`src/light_prox_pkg.sv`:
```
package light_prox_pkg;

	// Register offsets.
	localparam logic [7:0] OFS_INT_CFG_STATUS  = 8'h04;
	localparam logic [7:0] OFS_NEAR_LOW_THR    = 8'h05;
	localparam logic [7:0] OFS_NEAR_HIGH_THR   = 8'h06;
	localparam logic [7:0] OFS_LIGHT_LOW_UPPER = 8'h07;
	localparam logic [7:0] OFS_LIGHT_SHARED    = 8'h08;
	localparam logic [7:0] OFS_LIGHT_HIGH_LOW  = 8'h09;
	localparam logic [7:0] OFS_NEAR_RESULT     = 8'h0a;
	localparam logic [7:0] OFS_LIGHT_RES_HIGH  = 8'h0b;
	localparam logic [7:0] OFS_LIGHT_RES_LOW   = 8'h0c;
	localparam logic [7:0] OFS_AMBIENT_IR      = 8'h0d;
	localparam logic [7:0] OFS_SW_RESET_CTRL   = 8'h0e;

	// Field positions in the interrupt configuration and status register.
	localparam int BIT_NEAR_FLAG     = 7;
	localparam int BIT_NEAR_PERS_HI  = 6;
	localparam int BIT_NEAR_PERS_LO  = 5;
	localparam int BIT_BROWNOUT      = 4;
	localparam int BIT_LIGHT_FLAG    = 3;
	localparam int BIT_LIGHT_PERS_HI = 2;
	localparam int BIT_LIGHT_PERS_LO = 1;
	localparam int BIT_COMBINE_AND   = 0;

	// Values after reset.
	localparam logic [7:0] RST_INT_CFG_STATUS  = 8'h10;
	localparam logic [7:0] RST_NEAR_LOW_THR    = 8'h00;
	localparam logic [7:0] RST_NEAR_HIGH_THR   = 8'hff;
	localparam logic [7:0] RST_LIGHT_LOW_UPPER = 8'h00;
	localparam logic [7:0] RST_LIGHT_SHARED    = 8'h0f;
	localparam logic [7:0] RST_LIGHT_HIGH_LOW  = 8'hff;
	localparam logic [7:0] RST_SW_RESET_CTRL   = 8'h00;
	localparam logic [7:0] RST_RESULT          = 8'h00;

	// Code that starts a software reset.
	localparam logic [7:0] SOFTWARE_RESET_CODE = 8'h38;

	// Serial bus: bits in a byte and the saturation of the event counters.
	localparam logic [3:0] BITS_PER_BYTE  = 4'h8;
	localparam logic [3:0] PERSIST_MAX    = 4'h8;

	typedef enum logic [2:0] {
		ST_IDLE      = 3'b000,
		ST_ADDR      = 3'b001,
		ST_ADDR_ACK  = 3'b011,
		ST_WRITE     = 3'b010,
		ST_WRITE_ACK = 3'b110,
		ST_READ      = 3'b111,
		ST_READ_ACK  = 3'b101
	} bus_state_type;

endpackage

```
`src/light_prox_interrupt_regs.sv`:
```
// How it works
// - Near persistence code selects 1,2,4,8 events.
// - Light persistence code selects 1,2,4,8 events.
// - Bit 0 selects AND or OR pin combine.
// - Bit 7 shows pending near event.
// - Bit 3 shows pending light event.
// - Bit 4 set on supply brown-out.
// - Brown-out never drives the interrupt pin.
// - Writing 0 to bit 4 clears brown-out.
// - Near thresholds at 0x05/0x06, reset 00/ff.
// - Light thresholds packed across three bytes.
// - Light threshold bytes reset 00, 0f, ff.
// - Near result readable at 0x0a.
// - Light result split over 0x0b and 0x0c.
// - Light high byte upper nibble reads zero.
// - 0x0d bits 7:1 hold ambient IR.
// - 0x0d bit 0 is the washout flag.
// - Writing 0x38 to 0x0e starts software reset.
// - Light flag when count outside thresholds.
// - Near flag when count above high threshold.
// - Hysteresis mode clears near flag below low.
// - Pin asserts after consecutive flagged measurements.
module light_prox_interrupt_regs
	import light_prox_pkg::*;
#(
	parameter logic [6:0] DEVICE_ADDRESS = 7'h2a // Arbitrary value.
)
(
	// Clock and reset
	input  wire logic        clk_i,
	input  wire logic        nrst_i,
	// Two-wire serial bus
	input  wire logic        scl_i,
	input  wire logic        sda_i,
	output logic             sda_o,
	output logic             sda_oe_o,
	// Interrupt pin, open drain, active low
	output logic             int_o,
	output logic             int_oe_o,
	// Conversion results from the measurement logic
	input  wire logic        near_valid_i,
	input  wire logic [7:0]  near_result_i,
	input  wire logic [6:0]  ambient_ir_level_i,
	input  wire logic        washout_flag_i,
	input  wire logic        near_window_mode_i,
	input  wire logic        light_valid_i,
	input  wire logic [11:0] light_result_i,
	// Supply monitor
	input  wire logic        brownout_i
);

	logic          scl_meta, scl_sync, scl_prev;
	logic          sda_meta, sda_sync, sda_prev;
	logic          bo_meta, bo_sync;
	logic          scl_rise, scl_fall, bus_start, bus_stop;
	bus_state_type state;
	logic [3:0]    bit_cnt;
	logic [7:0]    shift;
	logic [7:0]    pointer;
	logic          first_byte, read_dir, master_ack;
	logic          wr_en;
	logic [7:0]    wr_data;
	logic [7:0]    rd_data;

	logic [7:0]    int_cfg;
	logic [7:0]    near_low_threshold, near_high_threshold;
	logic [7:0]    light_low_thr_upper_bits, light_shared, light_high_thr_lower_bits;
	logic [7:0]    software_reset_ctrl;
	logic [7:0]    near_result;
	logic [11:0]   light_result;
	logic [6:0]    ambient_ir_level;
	logic          washout_flag;
	logic [3:0]    near_cnt, light_cnt;
	logic          soft_rst;

	logic [11:0]   light_low, light_high;
	logic [3:0]    near_need, light_need, next_near_cnt, next_light_cnt;
	logic          near_hit, light_hit, near_set, light_set, near_auto_clr;
	logic          cfg_wr, near_event_flag, light_event_flag, brownout_flag;

	assign soft_rst = (software_reset_ctrl == SOFTWARE_RESET_CODE);

	// Two-stage synchronisers; the edge detectors compare the second stage with a third, delayed stage.
	always_ff @(posedge clk_i or negedge nrst_i)
	begin
		if (!nrst_i)
		begin
			{scl_meta, scl_sync, scl_prev} <= 3'h7;
			{sda_meta, sda_sync, sda_prev} <= 3'h7;
			{bo_meta, bo_sync}             <= 2'h0;
		end
		else
		begin
			{scl_meta, scl_sync, scl_prev} <= {scl_i, scl_meta, scl_sync};
			{sda_meta, sda_sync, sda_prev} <= {sda_i, sda_meta, sda_sync};
			{bo_meta, bo_sync}             <= {brownout_i, bo_meta};
		end
	end

	assign scl_rise  = scl_sync & ~scl_prev;
	assign scl_fall  = ~scl_sync & scl_prev;
	assign bus_start = scl_sync & scl_prev & ~sda_sync & sda_prev;
	assign bus_stop  = scl_sync & scl_prev & sda_sync & ~sda_prev;
	assign wr_en     = (state == ST_WRITE) && scl_fall && (bit_cnt == BITS_PER_BYTE) && !first_byte;
	assign wr_data   = shift;

	// Read multiplexer; unmapped offsets read as zero.
	always_comb
	begin
		case (pointer)
			OFS_INT_CFG_STATUS:  rd_data = int_cfg;
			OFS_NEAR_LOW_THR:    rd_data = near_low_threshold;
			OFS_NEAR_HIGH_THR:   rd_data = near_high_threshold;
			OFS_LIGHT_LOW_UPPER: rd_data = light_low_thr_upper_bits;
			OFS_LIGHT_SHARED:    rd_data = light_shared;
			OFS_LIGHT_HIGH_LOW:  rd_data = light_high_thr_lower_bits;
			OFS_NEAR_RESULT:     rd_data = near_result;
			OFS_LIGHT_RES_HIGH:  rd_data = {4'h0, light_result[11:8]};
			OFS_LIGHT_RES_LOW:   rd_data = light_result[7:0];
			OFS_AMBIENT_IR:      rd_data = {ambient_ir_level, washout_flag};
			OFS_SW_RESET_CTRL:   rd_data = software_reset_ctrl;
			default:             rd_data = 8'h00;
		endcase
	end

	// Serial bus slave: address, register pointer, auto-incremented data.
	always_ff @(posedge clk_i or negedge nrst_i)
	begin
		if (!nrst_i)
		begin
			state      <= ST_IDLE;
			bit_cnt    <= 4'h0;
			shift      <= 8'h00;
			pointer    <= 8'h00;
			first_byte <= 1'b0;
			read_dir   <= 1'b0;
			master_ack <= 1'b0;
			sda_oe_o   <= 1'b0;
		end
		else if (bus_start)
		begin
			state      <= ST_ADDR;
			bit_cnt    <= 4'h0;
			first_byte <= 1'b1;
			sda_oe_o   <= 1'b0;
		end
		else if (bus_stop)
		begin
			state    <= ST_IDLE;
			sda_oe_o <= 1'b0;
		end
		else
		begin
			case (state)
				ST_ADDR, ST_WRITE:
				begin
					if (scl_rise)
					begin
						shift   <= {shift[6:0], sda_sync};
						bit_cnt <= bit_cnt + 4'h1;
					end
					else if (scl_fall && bit_cnt == BITS_PER_BYTE)
					begin
						if (state == ST_ADDR)
						begin
							if (shift[7:1] == DEVICE_ADDRESS)
							begin
								state    <= ST_ADDR_ACK;
								read_dir <= shift[0];
								sda_oe_o <= 1'b1;
							end
							else
								state <= ST_IDLE;
						end
						else
						begin
							state    <= ST_WRITE_ACK;
							sda_oe_o <= 1'b1;
							if (first_byte)
							begin
								pointer    <= shift;
								first_byte <= 1'b0;
							end
							else
								pointer <= pointer + 8'h01;
						end
					end
				end
				ST_ADDR_ACK, ST_WRITE_ACK:
				begin
					if (scl_fall)
					begin
						bit_cnt <= 4'h0;
						if (state == ST_ADDR_ACK && read_dir)
						begin
							state    <= ST_READ;
							shift    <= {rd_data[6:0], 1'b0};
							sda_oe_o <= ~rd_data[7];
							pointer  <= pointer + 8'h01;
						end
						else
						begin
							state    <= ST_WRITE;
							sda_oe_o <= 1'b0;
						end
					end
				end
				ST_READ:
				begin
					if (scl_rise)
						bit_cnt <= bit_cnt + 4'h1;
					else if (scl_fall)
					begin
						if (bit_cnt == BITS_PER_BYTE)
						begin
							state    <= ST_READ_ACK;
							sda_oe_o <= 1'b0;
						end
						else
						begin
							sda_oe_o <= ~shift[7];
							shift    <= {shift[6:0], 1'b0};
						end
					end
				end
				ST_READ_ACK:
				begin
					if (scl_rise)
						master_ack <= ~sda_sync;
					else if (scl_fall)
					begin
						bit_cnt <= 4'h0;
						if (master_ack)
						begin
							state    <= ST_READ;
							shift    <= {rd_data[6:0], 1'b0};
							sda_oe_o <= ~rd_data[7];
							pointer  <= pointer + 8'h01;
						end
						else
							state <= ST_IDLE;
					end
				end
				default: state <= ST_IDLE;
			endcase
		end
	end

	assign sda_o = 1'b0;

	// Threshold unpacking and flag conditions.
	assign light_low  = {light_low_thr_upper_bits, light_shared[7:4]};
	assign light_high = {light_shared[3:0], light_high_thr_lower_bits};
	assign near_need  = 4'h1 << int_cfg[BIT_NEAR_PERS_HI:BIT_NEAR_PERS_LO];
	assign light_need = 4'h1 << int_cfg[BIT_LIGHT_PERS_HI:BIT_LIGHT_PERS_LO];
	assign near_hit   = (near_result_i > near_high_threshold) ||
	                    (near_window_mode_i && near_result_i < near_low_threshold);
	assign light_hit  = (light_result_i < light_low) || (light_result_i > light_high);
	assign next_near_cnt  = !near_hit ? 4'h0 :
	                        (near_cnt == PERSIST_MAX) ? near_cnt : near_cnt + 4'h1;
	assign next_light_cnt = !light_hit ? 4'h0 :
	                        (light_cnt == PERSIST_MAX) ? light_cnt : light_cnt + 4'h1;
	assign near_set   = near_valid_i && near_hit && (next_near_cnt >= near_need);
	assign light_set  = light_valid_i && light_hit && (next_light_cnt >= light_need);
	assign near_auto_clr = near_valid_i && !near_window_mode_i &&
	                       (near_result_i < near_low_threshold);
	assign cfg_wr     = wr_en && (pointer == OFS_INT_CFG_STATUS);
	assign near_event_flag  = int_cfg[BIT_NEAR_FLAG];
	assign light_event_flag = int_cfg[BIT_LIGHT_FLAG];
	assign brownout_flag    = int_cfg[BIT_BROWNOUT];

	// Per-channel consecutive event counters.
	always_ff @(posedge clk_i or negedge nrst_i)
	begin
		if (!nrst_i)
		begin
			near_cnt  <= 4'h0;
			light_cnt <= 4'h0;
		end
		else if (soft_rst)
		begin
			near_cnt  <= 4'h0;
			light_cnt <= 4'h0;
		end
		else
		begin
			if (near_valid_i)
				near_cnt <= next_near_cnt;
			if (light_valid_i)
				light_cnt <= next_light_cnt;
		end
	end

	// Interrupt configuration and status; a hardware set wins over a clear.
	always_ff @(posedge clk_i or negedge nrst_i)
	begin
		if (!nrst_i)
			int_cfg <= RST_INT_CFG_STATUS;
		else if (soft_rst)
			int_cfg <= RST_INT_CFG_STATUS;
		else
		begin
			if (cfg_wr)
			begin
				int_cfg[BIT_NEAR_PERS_HI:BIT_NEAR_PERS_LO]   <= wr_data[BIT_NEAR_PERS_HI:BIT_NEAR_PERS_LO];
				int_cfg[BIT_LIGHT_PERS_HI:BIT_LIGHT_PERS_LO] <= wr_data[BIT_LIGHT_PERS_HI:BIT_LIGHT_PERS_LO];
				int_cfg[BIT_COMBINE_AND] <= wr_data[BIT_COMBINE_AND];
			end
			if (near_set)
				int_cfg[BIT_NEAR_FLAG] <= 1'b1;
			else if (near_auto_clr || (cfg_wr && !wr_data[BIT_NEAR_FLAG]))
				int_cfg[BIT_NEAR_FLAG] <= 1'b0;
			if (light_set)
				int_cfg[BIT_LIGHT_FLAG] <= 1'b1;
			else if (cfg_wr && !wr_data[BIT_LIGHT_FLAG])
				int_cfg[BIT_LIGHT_FLAG] <= 1'b0;
			if (bo_sync)
				int_cfg[BIT_BROWNOUT] <= 1'b1;
			else if (cfg_wr && !wr_data[BIT_BROWNOUT])
				int_cfg[BIT_BROWNOUT] <= 1'b0;
		end
	end

	// Threshold and software reset registers.
	always_ff @(posedge clk_i or negedge nrst_i)
	begin
		if (!nrst_i)
		begin
			near_low_threshold        <= RST_NEAR_LOW_THR;
			near_high_threshold       <= RST_NEAR_HIGH_THR;
			light_low_thr_upper_bits  <= RST_LIGHT_LOW_UPPER;
			light_shared              <= RST_LIGHT_SHARED;
			light_high_thr_lower_bits <= RST_LIGHT_HIGH_LOW;
			software_reset_ctrl       <= RST_SW_RESET_CTRL;
		end
		else if (soft_rst)
		begin
			near_low_threshold        <= RST_NEAR_LOW_THR;
			near_high_threshold       <= RST_NEAR_HIGH_THR;
			light_low_thr_upper_bits  <= RST_LIGHT_LOW_UPPER;
			light_shared              <= RST_LIGHT_SHARED;
			light_high_thr_lower_bits <= RST_LIGHT_HIGH_LOW;
			software_reset_ctrl       <= RST_SW_RESET_CTRL;
		end
		else if (wr_en)
		begin
			case (pointer)
				OFS_NEAR_LOW_THR:    near_low_threshold        <= wr_data;
				OFS_NEAR_HIGH_THR:   near_high_threshold       <= wr_data;
				OFS_LIGHT_LOW_UPPER: light_low_thr_upper_bits  <= wr_data;
				OFS_LIGHT_SHARED:    light_shared              <= wr_data;
				OFS_LIGHT_HIGH_LOW:  light_high_thr_lower_bits <= wr_data;
				OFS_SW_RESET_CTRL:   software_reset_ctrl       <= wr_data;
				default:             software_reset_ctrl       <= software_reset_ctrl;
			endcase
		end
	end

	// Latest conversion results.
	always_ff @(posedge clk_i or negedge nrst_i)
	begin
		if (!nrst_i)
		begin
			near_result      <= RST_RESULT;
			light_result     <= 12'h000;
			ambient_ir_level <= 7'h00;
			washout_flag     <= 1'b0;
		end
		else if (soft_rst)
		begin
			near_result      <= RST_RESULT;
			light_result     <= 12'h000;
			ambient_ir_level <= 7'h00;
			washout_flag     <= 1'b0;
		end
		else
		begin
			if (near_valid_i)
			begin
				near_result      <= near_result_i;
				ambient_ir_level <= ambient_ir_level_i;
				washout_flag     <= washout_flag_i;
			end
			if (light_valid_i)
				light_result <= light_result_i;
		end
	end

	// The brown-out flag takes no part in the pin.
	always_ff @(posedge clk_i or negedge nrst_i)
	begin
		if (!nrst_i)
			int_oe_o <= 1'b0;
		else if (int_cfg[BIT_COMBINE_AND])
			int_oe_o <= near_event_flag & light_event_flag;
		else
			int_oe_o <= near_event_flag | light_event_flag;
	end

	assign int_o = 1'b0;

endmodule // light_prox_interrupt_regs

```
`config.mk`:
```
export PLATFORM = sky130hd
export DESIGN_NAME = light_prox_interrupt_regs
export DESIGN_NICKNAME = d
export VERILOG_FILES = /design/src/light_prox_pkg.sv /design/src/light_prox_interrupt_regs.sv
export SDC_FILE = /design/constraint.sdc
export NUM_CORES = 1
export LEC_CHECK = 0
export BUFFER_PORTS_ARGS = -buffer_cell sky130_fd_sc_hd__buf_2
export CELL_PAD_IN_SITES_DETAIL_PLACEMENT = 0
export CELL_PAD_IN_SITES_GLOBAL_PLACEMENT = 1
export CORE_MARGIN = 4
export CORE_UTILIZATION = 50
export DETAILED_ROUTE_END_ITERATION = 6
export GPL_ROUTABILITY_DRIVEN = 0
export PLACE_DENSITY_LB_ADDON = 0.15
export SLEW_MARGIN = 10
export SYNTH_ARGS = -nofsm -noshare
export SYNTH_HDL_FRONTEND = slang
export SYNTH_SLANG_ARGS = --single-unit
export TNS_END_PERCENT = 10
```
`constraint.sdc`:
```
create_clock -name clk_i -period 6.4 [get_ports clk_i]
set_input_delay 0.64 -clock clk_i [delete_from_list [all_inputs] [get_ports clk_i]]
set_output_delay 0.64 -clock clk_i [all_outputs]
set_load 0.01 [all_outputs]
```
==> results by group <==
Yosys
  • Synth unique cells: 80
  • Syn Std Cell Area: 0.00816 mm2
  • Sequential area share after synthesis: 39.7%
  • Top FF cell, synth: dfrtp_1
  • Yosys warns: 0
  • Asr flop ratio synth: 100%
  • Register bit total from synthesis: 128
  • EDFF count, synth: 0
  • Mapped Cells: 890
  • Syn avg cell area: 9.17 um2

Clocking
  • Hold-fix buffers, CTS: 0
  • Clock Tree Root: clkbuf_16
  • Clk slew on worst S/H paths: 60 ps
  • Clock buffer depth: 2
  • H-tree depth: 4
  • Clock sinks: 128
  • # Post-CTS Setup Buffers: 0
  • Worst-Skew Late Latency: 420 ps
  • CTS tree: built
  • # resized after CTS: 0
  • TritonCTS Buffers: 17

Worst hold path
  • HP Class: input pin to asynchronous set/reset pin

Floorplanning
  • Initial Util: 51.2%
  • Chip height: 136 um
  • Row Count: 46
  • Die width: 136 um
  • I/O pins: 40
  • Overall die area: 0.0184 mm2
  • Core Area: 0.0159 mm2

Setup path
  • Critical Path Start: light_high_thr_lower_bits[1]
  • Req. time, crit path: 6670 ps
  • Worst r2r dst: int_cfg[3]
  • Flop-to-flop setup slack: 2790 ps
  • Worst-path fanout max: 9
  • Reg-to-Reg Start: light_high_thr_lower_bits[1]
  • Crit path kind: flop to flop
  • Reg2Reg Depth: 14
  • Crit end category: flop
  • Arrival time worst endpoint: 3880 ps
  • Critical Path Sink: int_cfg[3]
  • CP Launch Type: flop

Pwr
  • Leak: 3.74 nW
  • Total Power: 0.00224 W
  • Peak supply drop: 0.232 mV
  • Power Density: 250 mW/mm2

Layout
  • Commonest non-fill, non-tap cell in the layout: dfrtp_1
  • Design Area, Final: 0.00896 mm2
  • Layout cells sized above 1: 14.4%
  • Most flops, register: light_result
  • Growth of design area from synthesis to finish: 9.83%
  • Most frequent cells in the layout: dfrtp_1 (101), nand2_1 (89), nor2_1 (82)
  • Nets: 990
  • Max FFs per register: 12
  • Antenna Cells: 0

Timing
  • # setup viols final: 0
  • Slew @ Worst Pin: 938 ps
  • Final worst path period share: 56.4%
  • Worst Skew: 6.92 ps
  • F_max: 277 MHz
  • Final Hold Violating Endpoints: 0
  • Fin worst setup slack: 2790 ps
  • Max-slew violation count: 0
  • Slew headroom: 37.0%
  • Final min period: 3610 ps
  • Setup TNS: 0 ps
  • RSZ-0062 raised after global routing: false

Run
  • Max-cap violations: 0

Run status
  • Status: finished clean

Detailed routing
  • Drt total wl: 23.4 mm
  • Drt drc: 0
  • ANT nets after route: 0
  • TritonRoute pass-1 iters: 6
  • Via-to-Cell Ratio: 6.20
  • DR WL/cell: 20.8 um
  • Vias: 6987
  • 1st-iter DRT viols: 573

GRT
  • Largest net degree at the start of global routing: 69
  • GRT busiest layer: met2
  • Vias in the first global route: 6833
  • M1 GR Usage: 36.6%
  • First-pass GRT wire length: 37.9 mm
  • GR Util All Layers: 26.5%
  • GRT met3 Usage: 6.43%
  • Initial antenna violation count: 0
  • Gr ovfl total: 0
  • Met2 usage: 41.6%

Placed design
  • Area after DPL: 0.00838 mm2
  • Port Buffers: 37
  • Dpl ws: 2640 ps
  • Dpl hpwl: 16.9 mm
-- power breakdown --
part	internal, W	switching, W
clock network	0.000562	0.000386
registers	0.000865	0.0000933
logic	0.000160	0.000177
total	0.00159	0.000656
-- cell usage after synthesis (7+ instances only) --
master    count  share of area (%)
nand3_1      27                1.7
nand2b_1     14                1.1
o21ai_0      44                2.7
nor2b_1      11               0.84
o221ai_1      7               0.75
dfstp_2      27                8.7
a21oi_1      62                3.8
a22oi_1      17                1.6
clkbuf_1     23                1.1
o211ai_1     25                2.3
dfrtp_1     101                 31
o22ai_1       8               0.61
buf_4         8               0.74
nor3_1       13               0.80
mux2i_1      50                6.1
a211oi_1     12                1.1
nand2_1      89                4.1
a21o_1        7               0.64
ha_1         56                8.6
inv_1        60                2.8
nand4_1      12               0.92
buf_2        14               0.86
nor2_1       82                3.8
-- worst max-delay path: stages, from the launching register on --
cell,delay (ps)
dfstp_2,530
inv_1,60
ha_1,290
nor2b_1,140
o211ai_1,160
a211oi_1,120
a2111oi_0,660
o21a_1,400
or3b_2,190
ha_1,210
nand2b_1,140
a21o_1,170
a21o_1,160
a21oi_1,130
o32ai_1,90
-- through the flow --
step | cells | utilization [%] | hold WS (ps)
global route | 1127 | 56.2 | 305
floorplan | 891 | - | 331
detailed placement | 1095 | 52.6 | 339
CTS | 1127 | 56.2 | 306
global placement | 1095 | 52.6 | 334
finish | 1127 | 56.2 | 298
-- worst min-delay path by stage --
stage / from / endpoint / slack (ps) / depth (start not counted)
final: nrst_i / near_result[2] / 300 / 1
after global routing: sda_i / sda_meta / 310 / 1
after CTS: sda_i / sda_meta / 310 / 1
after detailed placement: bo_meta / bo_sync / 340 / 0
after global placement: bo_meta / bo_sync / 330 / 0
after floorplan: bo_meta / bo_sync / 330 / 0
-- cell type report --
| class | instances | area, um2 |
|---|---|---|
| Timing Repair Buffer | 41 | 218 |
| Clock buffer | 19 | 453 |
| Multi-Input combinational cell | 650 | 4430 |
| Sequential cell | 128 | 3240 |
| Inverter | 60 | 225 |
| Tap cell | 216 | 270 |
| Fill cell | 1461 | 6980 |
| Clock inverter | 13 | 126 |
-- layer usage --
metal | vias to the layer above | share of wire, %
li1 | 3242 | -
met1 | 3416 | 44
met2 | 276 | 46
met3 | 53 | 6.9
met4 | 0 | 2.5
met5 | - | 0
-- cells by family after synthesis --
family | share of synthesized area, %
fa+ha+maj | 8.71
flops | 39.7
simple gates | 17.8
xor+xnor | 0.537
other cells | 0.0460
buf+inv | 6.07
mux | 6.69
compound gates | 20.5
Power figures use the tool's default switching activity.
